===== src/lpcc_pkg.sv =====
/*
 Package for the line printer channel controller: bus offsets, register fields,
 instruction address fields, format code fields and timing counts.
 Assumes a 40 MHz system clock and a classic Wishbone register bus.
*/
package lpcc_pkg;

	localparam logic [7:0] LPCC_OFF_INSTR   = 8'h00;
	localparam logic [7:0] LPCC_OFF_DATA    = 8'h04;
	localparam logic [7:0] LPCC_OFF_STATUS  = 8'h08;
	localparam logic [7:0] LPCC_OFF_CONFIG  = 8'h0c;
	localparam logic [7:0] LPCC_OFF_PRINTED = 8'h10;

	localparam int LPCC_INS_FUNC_BIT  = 16;
	localparam int LPCC_INS_TEST_BIT  = 17;
	localparam int LPCC_INS_C_BIT     = 15;
	localparam int LPCC_INS_K_LSB     = 12;
	localparam int LPCC_INS_D_LSB     = 8;

	localparam int LPCC_SF_INTEN_BIT  = 7;
	localparam int LPCC_SF_ADV_BIT    = 6;
	localparam int LPCC_SF_COUNT_BIT  = 3;

	localparam int LPCC_TS_ADV_BIT    = 4;
	localparam int LPCC_TS_FULL_BIT   = 3;
	localparam int LPCC_TS_READY_BIT  = 2;
	localparam int LPCC_TS_NLR_BIT    = 1;
	localparam int LPCC_TS_SEND_BIT   = 0;

	localparam logic [6:0] LPCC_EOL_CODE  = 7'o155;
	localparam int LPCC_FMT_MODE_BIT      = 4;
	localparam int LPCC_LINE_CHARS        = 136;

	localparam int LPCC_CLK_MHZ           = 40;
	localparam int LPCC_LINE_STEP_US      = 10;
	localparam int LPCC_PRINT_US          = 50;
	localparam int LPCC_LINE_STEP_CYC     = LPCC_LINE_STEP_US * LPCC_CLK_MHZ;
	localparam int LPCC_PRINT_CYC         = LPCC_PRINT_US * LPCC_CLK_MHZ;

	localparam logic [3:0] LPCC_RST_DEV   = 4'h1;
	localparam logic [2:0] LPCC_RST_CHAN  = 3'h0;

	typedef enum logic [1:0] {
		LPCC_IDLE  = 2'b00,
		LPCC_FMT   = 2'b01,
		LPCC_DATA  = 2'b10,
		LPCC_PRINT = 2'b11
	} lpcc_state_e;

endpackage


===== src/lpcc_ctrl.sv =====
/*
 Line printer channel controller: Wishbone register slave, instruction decode,
 channel byte receiver with parity check, one-line buffer, format and print sequencer.
 Assumes printer mechanism inputs are asynchronous pins and the bus is on clk_sys_in.
*/
`timescale 1ns/1ps

// What this block does
// - Odd parity checked; bad characters flagged, never printed.
// - Byte mode; six low bits print.
// - Octal 155 ends line, starts printing.
// - First line character is format, not stored.
// - Accept data during advance; print after.
// - After spacing instruction, discard next first character.
// - No-advance instruction also discards next first.
// - Count mode advances zero to seven lines.
// - Tape mode advances to selected tape channel.
// - Bit 3 (spacing) or bit 4 (format) picks mode; low three bits value.
// - Buffer 136 characters; flag overflow beyond.
// - Not ready refuses connection and data.
// - Line request after print, and on clear.
// - Character request only when accepting; not printing.
// - Advancing indicator true while paper moves.
// - Enabled interrupt on line request; connect/clear resets.
// - Interrupt enable refused while any device connected.
// - Test result equals addressed indicator.
// - Spacing refused busy during spacing or print.
// - Connect refused only when not ready.
// - After connect, data waits for line request.
// - Answer only matching channel and device; clear acts only on non-matching ones.
module lpcc_ctrl
	import lpcc_pkg::*;
#(
	parameter int LINE_CHARS   = LPCC_LINE_CHARS,
	parameter int STEP_CYCLES  = LPCC_LINE_STEP_CYC,
	parameter int PRINT_CYCLES = LPCC_PRINT_CYC
)
(
	// Clock and reset.
	input  wire logic        clk_sys_in,
	input  wire logic        rst_in,
	// Wishbone slave.
	input  wire logic        wb_cyc_in,
	input  wire logic        wb_stb_in,
	input  wire logic        wb_we_in,
	input  wire logic [7:0]  wb_adr_in,
	input  wire logic [3:0]  wb_sel_in,
	input  wire logic [31:0] wb_dat_in,
	output logic      [31:0] wb_dat_out,
	output logic             wb_ack_out,
	// Printer mechanism pins.
	input  wire logic        mech_ready_in,
	input  wire logic [7:0]  form_tape_in,
	input  wire logic        other_connected_in,
	// Channel status to processor.
	output logic             chan_parity_out,
	output logic             chan_irq_out,
	output logic             busy_out,
	output logic             test_result_out,
	// Printer hammer side.
	output logic             hammer_fire_out,
	output logic             paper_step_out
);

	localparam int PW = $clog2(LINE_CHARS + 1);
	localparam int TW = $clog2(PRINT_CYCLES + STEP_CYCLES + 1);

	logic [5:0] line_mem [LINE_CHARS];

	logic        rdy_m_q, rdy_q;
	logic [7:0]  tape_m_q, tape_q;
	logic        rdy_d;
	logic [7:0]  tape_d;

	lpcc_state_e st_q, st_d;
	logic [PW-1:0] ptr_q, ptr_d;
	logic [TW-1:0] tmr_q, tmr_d;
	logic [TW-1:0] ptmr_q, ptmr_d;
	logic [2:0]  lines_q, lines_d;
	logic [2:0]  tchan_q, tchan_d;
	logic        tmode_q, tmode_d;
	logic        adv_q, adv_d;
	logic        skip_q, skip_d;
	logic        conn_q, conn_d;
	logic        nlr_q, nlr_d;
	logic        ien_q, ien_d;
	logic        ovf_q, ovf_d;
	logic        par_q, par_d;
	logic        irq_q, irq_d;
	logic        busy_q, busy_d;
	logic        tres_q, tres_d;
	logic        ham_q, ham_d;
	logic        step_q, step_d;
	logic        ack_q, ack_d;
	logic [31:0] rd_q, rd_d;
	logic [2:0]  chan_q, chan_d;
	logic [3:0]  dev_q, dev_d;
	logic [15:0] prcnt_q, prcnt_d;

	logic        wr, rd, hit, sendreq, parity_ok;
	logic [7:0]  ch;
	logic [6:0]  ch7;

	assign wr  = wb_cyc_in && wb_stb_in && wb_we_in && !ack_q && wb_sel_in[0];
	assign rd  = wb_cyc_in && wb_stb_in && !wb_we_in && !ack_q;
	assign ch  = wb_dat_in[7:0];
	assign ch7 = ch[6:0];
	assign parity_ok = ^ch;
	assign hit = wb_dat_in[LPCC_INS_K_LSB +: 3] == chan_q && wb_dat_in[LPCC_INS_D_LSB +: 4] == dev_q;
	assign sendreq = rdy_q && conn_q && nlr_q && st_q != LPCC_PRINT;

	always_comb
	begin
		rdy_d  = rdy_m_q;
		tape_d = tape_m_q;
	end

	always_ff @(posedge clk_sys_in)
	begin
		if (rst_in)
		begin
			rdy_m_q  <= 1'b0;
			rdy_q    <= 1'b0;
			tape_m_q <= 8'h00;
			tape_q   <= 8'h00;
		end
		else
		begin
			rdy_m_q  <= mech_ready_in;
			rdy_q    <= rdy_d;
			tape_m_q <= form_tape_in;
			tape_q   <= tape_d;
		end
	end

	always_comb
	begin
		st_d = st_q;
		ptr_d = ptr_q;
		tmr_d = tmr_q;
		ptmr_d = ptmr_q;
		lines_d = lines_q;
		tchan_d = tchan_q;
		tmode_d = tmode_q;
		adv_d = adv_q;
		skip_d = skip_q;
		conn_d = conn_q;
		nlr_d = nlr_q;
		ien_d = ien_q;
		ovf_d = ovf_q;
		par_d = par_q;
		irq_d = 1'b0;
		busy_d = busy_q;
		tres_d = tres_q;
		ham_d = 1'b0;
		step_d = 1'b0;
		ack_d = 1'b0;
		rd_d = rd_q;
		chan_d = chan_q;
		dev_d = dev_q;
		prcnt_d = prcnt_q;
		if (adv_q)
		begin
			if (tmr_q != '0)
				tmr_d = tmr_q - 1'b1;
			else if (tmode_q)
			begin
				if (tape_q[tchan_q])
					adv_d = 1'b0;
				else
				begin
					step_d = 1'b1;
					tmr_d = TW'(STEP_CYCLES);
				end
			end
			else if (lines_q != 3'h0)
			begin
				step_d = 1'b1;
				lines_d = lines_q - 3'h1;
				tmr_d = TW'(STEP_CYCLES);
			end
			else
				adv_d = 1'b0;
		end
		if (st_q == LPCC_PRINT && !adv_q)
		begin
			if (ptmr_q != '0)
				ptmr_d = ptmr_q - 1'b1;
			else
			begin
				ham_d = 1'b1;
				prcnt_d = prcnt_q + 16'h0001;
				st_d = LPCC_IDLE;
				ptr_d = '0;
				nlr_d = rdy_q;
				irq_d = ien_q && rdy_q;
			end
		end
		if (!rdy_q)
			conn_d = 1'b0;
		if (wb_cyc_in && wb_stb_in && !ack_q)
			ack_d = 1'b1;
		if (rd)
		begin
			case (wb_adr_in)
				LPCC_OFF_STATUS:  rd_d = {22'h0, busy_q, tres_q, ien_q, conn_q, par_q, ovf_q,
					adv_q, st_q == LPCC_PRINT, rdy_q, nlr_q};
				LPCC_OFF_CONFIG:  rd_d = {25'h0, chan_q, dev_q};
				LPCC_OFF_PRINTED: rd_d = {16'h0, prcnt_q};
				default:          rd_d = 32'h0;
			endcase
		end
		if (wr && wb_adr_in == LPCC_OFF_CONFIG)
		begin
			dev_d = ch[3:0];
			chan_d = ch[6:4];
			if (ch[7])
				par_d = 1'b0;
		end
		if (wr && wb_adr_in == LPCC_OFF_INSTR && hit)
		begin
			busy_d = 1'b0;
			if (wb_dat_in[LPCC_INS_TEST_BIT])
				tres_d = (ch[LPCC_TS_ADV_BIT] && adv_q) || (ch[LPCC_TS_FULL_BIT] && ptr_q == PW'(LINE_CHARS))
					|| (ch[LPCC_TS_READY_BIT] && rdy_q) || (ch[LPCC_TS_NLR_BIT] && nlr_q)
					|| (ch[LPCC_TS_SEND_BIT] && sendreq);
			else if (wb_dat_in[LPCC_INS_C_BIT])
			begin
				if (!rdy_q)
					busy_d = 1'b1;
				else
				begin
					conn_d = 1'b1;
					ien_d = 1'b0;
					par_d = 1'b0;
					ovf_d = 1'b0;
					if (st_q == LPCC_IDLE && !adv_q)
						nlr_d = 1'b1;
				end
			end
			else if (ch[LPCC_SF_INTEN_BIT])
			begin
				if (other_connected_in || conn_q)
					busy_d = 1'b1;
				else
					ien_d = 1'b1;
			end
			else if (adv_q || st_q == LPCC_PRINT)
				busy_d = 1'b1;
			else
			begin
				skip_d = 1'b1;
				if (ch[LPCC_SF_ADV_BIT])
				begin
					adv_d = 1'b1;
					tmr_d = '0;
					tmode_d = !ch[LPCC_SF_COUNT_BIT];
					lines_d = ch[2:0];
					tchan_d = ch[2:0];
				end
			end
		end
		if (wr && wb_adr_in == LPCC_OFF_INSTR && !hit && wb_dat_in[LPCC_INS_C_BIT] && wb_dat_in[LPCC_INS_FUNC_BIT])
		begin
			conn_d = 1'b0;
			ien_d = 1'b0;
			nlr_d = rdy_q;
			par_d = 1'b0;
		end
		if (wr && wb_adr_in == LPCC_OFF_DATA && sendreq)
		begin
			if (!parity_ok)
				par_d = 1'b1;
			else if (st_q == LPCC_IDLE || st_q == LPCC_FMT)
			begin
				st_d = LPCC_DATA;
				if (skip_q)
					skip_d = 1'b0;
				else if (!adv_q)
				begin
					adv_d = 1'b1;
					tmr_d = '0;
					tmode_d = !ch[LPCC_FMT_MODE_BIT];
					lines_d = ch[2:0];
					tchan_d = ch[2:0];
				end
			end
			else if (ch7 == LPCC_EOL_CODE)
			begin
				st_d = LPCC_PRINT;
				ptmr_d = TW'(PRINT_CYCLES);
				nlr_d = 1'b0;
			end
			else if (ptr_q == PW'(LINE_CHARS))
				ovf_d = 1'b1;
			else
				ptr_d = ptr_q + 1'b1;
		end
		if (!conn_q && st_q == LPCC_IDLE)
			st_d = LPCC_IDLE;
	end

	always_ff @(posedge clk_sys_in)
	begin
		if (wr && wb_adr_in == LPCC_OFF_DATA && sendreq && parity_ok && st_q == LPCC_DATA
			&& ch7 != LPCC_EOL_CODE && ptr_q != PW'(LINE_CHARS))
			line_mem[ptr_q] <= ch[5:0];
	end

	always_ff @(posedge clk_sys_in)
	begin
		if (rst_in)
		begin
			st_q <= LPCC_IDLE;
			ptr_q <= '0;
			tmr_q <= '0;
			ptmr_q <= '0;
			lines_q <= 3'h0;
			tchan_q <= 3'h0;
			tmode_q <= 1'b0;
			adv_q <= 1'b0;
			skip_q <= 1'b0;
			conn_q <= 1'b0;
			nlr_q <= 1'b0;
			ien_q <= 1'b0;
			ovf_q <= 1'b0;
			par_q <= 1'b0;
			irq_q <= 1'b0;
			busy_q <= 1'b0;
			tres_q <= 1'b0;
			ham_q <= 1'b0;
			step_q <= 1'b0;
			ack_q <= 1'b0;
			rd_q <= 32'h0;
			chan_q <= LPCC_RST_CHAN;
			dev_q <= LPCC_RST_DEV;
			prcnt_q <= 16'h0;
		end
		else
		begin
			st_q <= st_d;
			ptr_q <= ptr_d;
			tmr_q <= tmr_d;
			ptmr_q <= ptmr_d;
			lines_q <= lines_d;
			tchan_q <= tchan_d;
			tmode_q <= tmode_d;
			adv_q <= adv_d;
			skip_q <= skip_d;
			conn_q <= conn_d;
			nlr_q <= nlr_d;
			ien_q <= ien_d;
			ovf_q <= ovf_d;
			par_q <= par_d;
			irq_q <= irq_d;
			busy_q <= busy_d;
			tres_q <= tres_d;
			ham_q <= ham_d;
			step_q <= step_d;
			ack_q <= ack_d;
			rd_q <= rd_d;
			chan_q <= chan_d;
			dev_q <= dev_d;
			prcnt_q <= prcnt_d;
		end
	end

	assign wb_dat_out      = rd_q;
	assign wb_ack_out      = ack_q;
	assign chan_parity_out = par_q;
	assign chan_irq_out    = irq_q;
	assign busy_out        = busy_q;
	assign test_result_out = tres_q;
	assign hammer_fire_out = ham_q;
	assign paper_step_out  = step_q;

endmodule


===== config.mk =====
export PLATFORM = sky130hd
export DESIGN_NAME = lpcc_ctrl
export DESIGN_NICKNAME = d
export VERILOG_FILES = /design/src/lpcc_pkg.sv /design/src/lpcc_ctrl.sv
export SDC_FILE = /design/constraint.sdc
export NUM_CORES = 1
export LEC_CHECK = 0
export BUFFER_PORTS_ARGS = -buffer_cell sky130_fd_sc_hd__buf_2
export CAP_MARGIN = 20
export CORE_MARGIN = 4
export CORE_UTILIZATION = 56
export DETAILED_ROUTE_END_ITERATION = 12
export PLACE_DENSITY_LB_ADDON = 0.15
export SLEW_MARGIN = 0
export SYNTH_ARGS = -nofsm -noshare
export SYNTH_HDL_FRONTEND = slang
export SYNTH_SLANG_ARGS = --single-unit

===== constraint.sdc =====
create_clock -name clk_sys_in -period 3.35 [get_ports clk_sys_in]
set_input_delay 0.1675 -clock clk_sys_in [delete_from_list [all_inputs] [get_ports clk_sys_in]]
set_output_delay 0.1675 -clock clk_sys_in [all_outputs]
set_load 0.02 [all_outputs]

Word-level counts from Yosys, hierarchy flattened
Cells that the tools add are included.

Input bits: 59. Register bits after elaboration: 127. Output and inout bits: 39.

Bitwise logic cells: 4. Reductions and logical operators: 57. Add/subtract/negate cells: 5. Equal/unequal tests: 13. Order comparisons: 1. Multiplexer cells: 147.

Operators with widths (count): $mux W12 (22); $mux W1 (84); $mux W3 (26); $mux W8 (7); $pmux W16 S3 (1); $logic_and A1 B1 Y1 (28); $reduce_bool A12 Y1 (2); $sub A12 B1 Y12 const B (2); $add A16 B1 Y16 const B (1); $eq A8 B4 Y1 const B (2); $mux W2 (6); $add A8 B1 Y8 const B (1); $eq A8 B3 Y1 const B (1); $eq A8 B5 Y1 const B (1); $eq A8 B8 Y1 const B (1); $logic_not A8 Y1 (1); $reduce_xor A8 Y1 (1); $eq A7 B7 Y1 const B (1); $logic_not A1 Y1 (7); $logic_or A1 B1 Y1 (7); $reduce_or A2 Y1 (3); $reduce_or A3 Y1 (2); $reduce_and A5 Y1 (1); $eq A4 B4 Y1 (1); other kinds (13) (18).

Longest topological paths before layout
Depth in word-level cells: 17. Depth in mapped cells: 10. Gate-level depth less buffers: 8.

Worst setup path before layout
No wires, ideal clock.

Path type: reg2reg. From: register tmr_q[0]. To: register lines_q[0]. Period minus slack after synthesis: 2.431 ns. Slack: 0.919 ns. Required time: 3.222 ns. Arrival time: 2.303 ns. Stages on the path, launching flop included: 10. Setup time: 0.128 ns. Cells stage by stage: dfxtp_1 > inv_1 > ha_1 > or4b_1 > or4_4 > buf_6 > or4_4 > xnor2_1 > mux2i_1 > nor2_1.

Longest elaborated chain between the ends: 14.

RTL lines: start: declaration (RTL line lpcc_ctrl.sv:77) `logic [TW-1:0] tmr_q, tmr_d;`; start signal: assignment (RTL line lpcc_ctrl.sv:343) `tmr_q <= tmr_d;`; $reduce_bool A12 Y1 (*) (RTL line lpcc_ctrl.sv:164) `if (tmr_q != '0)`; $mux W3 (*) (RTL line lpcc_ctrl.sv:164); $mux W3 (*) (RTL line lpcc_ctrl.sv:162) `if (adv_q)`; $mux W3 (RTL line lpcc_ctrl.sv:253) `if (ch[LPCC_SF_ADV_BIT])`; $mux W3 (RTL line lpcc_ctrl.sv:248) `else if (adv_q || st_q == LPCC_PRINT)`; $mux W3 (RTL line lpcc_ctrl.sv:241) `else if (ch[LPCC_SF_INTEN_BIT])`; $mux W3 (RTL line lpcc_ctrl.sv:227) `else if (wb_dat_in[LPCC_INS_C_BIT])`; $mux W3 (RTL line lpcc_ctrl.sv:223) `if (wb_dat_in[LPCC_INS_TEST_BIT])`; $mux W3 (*) (RTL line lpcc_ctrl.sv:220) `if (wr && wb_adr_in == LPCC_OFF_INSTR && hit)`; $mux W3 (RTL line lpcc_ctrl.sv:279) `else if (!adv_q)`; $mux W3 (RTL line lpcc_ctrl.sv:277) `if (skip_q)`; $mux W3 (RTL line lpcc_ctrl.sv:274) `else if (st_q == LPCC_IDLE || st_q == LPCC_FMT)`; $mux W3 (RTL line lpcc_ctrl.sv:272) `if (!parity_ok)`; $mux W3 (*) (RTL line lpcc_ctrl.sv:270) `if (wr && wb_adr_in == LPCC_OFF_DATA && sendreq)`; end signal: assignment (RTL line lpcc_ctrl.sv:345) `lines_q <= lines_d;`; end: declaration (RTL line lpcc_ctrl.sv:79) `logic [2:0] lines_q, lines_d;`.

Every way passes the cells marked *; elsewhere a longest branch is shown, timed or not. A chain may end at the register's enable or synchronous reset.

Worst setup path after layout
From: register ptmr_q[7]. To: register prcnt_q[15].

Longest elaborated chain between the ends: 3.

RTL lines: start: declaration (RTL line lpcc_ctrl.sv:78) `logic [TW-1:0] ptmr_q, ptmr_d;`; start signal: assignment (RTL line lpcc_ctrl.sv:344) `ptmr_q <= ptmr_d;`; $reduce_bool A12 Y1 (RTL line lpcc_ctrl.sv:187) `if (ptmr_q != '0)`; $not A1 Y1 (no source line); $reduce_and A2 Y1 (no source line); end signal: assignment (RTL line lpcc_ctrl.sv:364) `prcnt_q <= prcnt_d;`; end: declaration (RTL line lpcc_ctrl.sv:98) `logic [15:0] prcnt_q, prcnt_d;`.

Every way passes these cells.

==> summary.md <==
| Metric | Value |
|---|---|
| ANT cells | `0` |
| Clock sink total | `111` |
| Post-CTS Repair Setup Buffers | `0` |
| Routability cong. | `0.905` |
| Avg Cell Area, Syn | `8.57 sq um` |
| Status | `complete, no violations` |
| Post-DP HPWL | `9150 um` |
| Final Skew | `0.0142 ns` |
| Drt drc | `0` |
| GRT met1 Usage | `0.293` |
| Initial antenna violation count | `0` |
| Final TNS setup | `0 ns` |
| Inst Count DP | `772` |
| Max Root-Sink Buffers | `2` |
| Flop-to-flop setup slack | `0.70 ns` |
| Post-synthesis async set-or-reset flop share | `0` |
| First-pass GRT wire length | `20900 um` |
| Die width | `105 um` |
| Final total power | `2.20 mW` |
| Vias in the first global route | `4413` |
| Fin area | `0.00587 sq mm` |
| Final non-filler cell total | `797` |
| Sequential-to-total area share from yosys stat | `0.420` |
| Multi-input logic area | `0.00283 sq mm` |
| Startpoint class of the critical path | `flop` |
| Largest vdd supply drop | `0.294 mV` |
| Max-cap violations | `0` |
| Post-synth EDFFs | `0` |
| # resized after CTS | `0` |
| M3 GR Usage | `0.0513` |
| DR vias | `4542` |
| Rows | `35` |
| WL final | `12500 um` |
| Pre-antenna DRT Iters | `5` |
| Final worst-path cycle share | `0.792` |
| Pwr Density | `374 mW/mm^2` |
| GRT busiest layer | `met2` |
| Largest area contributor in the netlist | `dfxtp_1` |
| Vias per inst | `5.70` |
| Final setup violating endpoints | `0` |
| Final nets | `751` |
| Layout fillers | `800` |
| Flops & latches, synth | `111` |
| Most common cell in the netlist | `dfxtp_1` |
| Synth cell types | `59` |
| CTS root buf | `clkbuf_8` |
| Dpl cell area | `0.00562 sq mm` |
| DRT iter0 DRCs | `225` |
| Clock latency on the worst-skew pair | `0.38 ns` |
| Synth warn | `0` |
| Max-slew violation count | `0` |
| Largest net degree at the start of global routing | `44` |
| Overflow after GRT | `0` |
| Min Tclk post-route | `2.65 ns` |
| Area grow syn2layout | `11.0%` |
| Arrival time at the worst endpoint | `2.97 ns` |
| Die Y | `105 um` |
| Reg area | `0.00222 sq mm` |
| Drt wl/cell | `15.7 um` |
| CP Capture Type | `flop` |
| Final Hold Fails | `0` |
| Post-Syn Area | `0.00529 sq mm` |
| Worst Path Required | `3.67 ns` |
| Initial Util | `0.575` |
| Total die area | `0.0111 sq mm` |
| I/O Pins | `98` |
| Synth cell count leaders | `111 x dfxtp_1, 82 x nor2_1, 52 x nand2_1` |
| Global Route met2 Usage | `0.393` |
| Hold crit path type | `in -> reg` |
| Synthesized instance count | `617` |
| CTS tree | `built` |
| Placeable Area | `0.00920 sq mm` |
| Slew margin rel. | `0.399` |
| RSZ-0062 raised after global routing | `no` |
| Synth top area share | `0.420` |
| Total Routing Usage GR | `0.230` |
| TritonCTS Buffers | `9` |
| CTS hold repair buffers | `8` |
| Worst slew pin tran | `0.879 ns` |
| Crit-path max FO | `9` |
| Critical path class | `reg -> reg` |
| Htree depth | `3` |
| Clock transition at path regs | `0.10 ns` |
| Share of layout cells above drive strength 1 | `0.141` |
| Area contributors post-synth | `dfxtp_1 42%, nor2_1 5.8%, mux2i_1 4.4%, a21oi_1 3.9%, nand2_1 3.7%` |
| Post-route ant nets | `0` |
| Leak pwr | `2.41 nW` |
| Max Fclk | `377 MHz` |
| Buffers on Ports | `64` |
| Final Hold Slack | `0.0182 ns` |
| Post-synth top flop | `dfxtp_1` |
per-stage QoR:
stage	utilization	setup WS, ns
floorplan	-	0.919
CTS	0.638	0.693
global placement	0.611	0.638
finish	0.639	0.698
global route	0.639	0.517
detailed placement	0.611	0.488
area by class of cell:
type                    instances  share of cell area
clock buffers                   9              0.0211
multi-input cells             461               0.482
flip-flops and latches        111               0.378
inverters                      22              0.0141
repair buffers                 76              0.0729
clock inverters                 7             0.00810
well taps                     111              0.0237
final timing paths:
check / cells past startpoint / end / start
min: 2 / rdy_d / mech_ready_in
min reg2reg: 1 / tape_q[2] / tape_d[2]
max: 6 / prcnt_q[15] / ptmr_q[7]
max reg2reg: 6 / prcnt_q[15] / ptmr_q[7]
metal layers:
layer	wire length (um)	part of all wire
met2	6250	0.50
met5	0	0
met3	663	0.053
met4	216	0.017
met1	5400	0.43
worst max-delay path, cell delays in order, from the launching register on:
cell     delay, ns
dfxtp_1       0.37
or4_1         0.62
nor4b_2       0.35
and2_1        0.36
nand3_1       0.33
or3_1         0.43
a21oi_1       0.14
kinds of logic after synthesis:
logic type / after synthesis / synth area share
buf+inv: 60 / 0.0558
fa+ha+maj: 11 / 0.0260
flops: 111 / 0.420
mux: 25 / 0.0499
simple gates: 276 / 0.269
other cells: 1 / 0.000709
xor+xnor: 31 / 0.0539
compound gates: 102 / 0.124
sequential cells by signal, indices dropped and copies added (netlist names), 2 cells and up:
signal      count
ptmr_q         12
prcnt_q        16
tape_q          8
ptr_q           8
tmr_q          12
chan_q          3
dev_q           4
lines_q         3
tchan_q         3
wb_dat_out     16
st_q            2
tape_d          8
cell usage in the layout, fill, tap and decap left out, drive strengths merged, types with 12 or more instances in the layout:
master | synthesis | final
a22oi | 14 | 14
nor3 | 19 | 19
o21ai | 15 | 15
mux2i | 23 | 23
or3 | 12 | 12
conb | 1 | 16
dfxtp | 111 | 111
nor2b | 28 | 28
xnor2 | 13 | 13
nand2 | 52 | 52
buf | 21 | 67
inv | 22 | 23
nand3 | 22 | 22
nor2 | 82 | 82
xor2 | 17 | 17
a21oi | 41 | 41
power by group:
part	internal, mW	switching (mW)	leakage [nW]	total (mW)
Clock	0.270	0.462	0.0854	0.733
Sequential	1.33	0.00342	0.898	1.33
Combinational	0.0504	0.0831	1.42	0.134
Total	1.65	0.549	2.41	2.20
No activity file was read; power rests on OpenSTA's default activity.
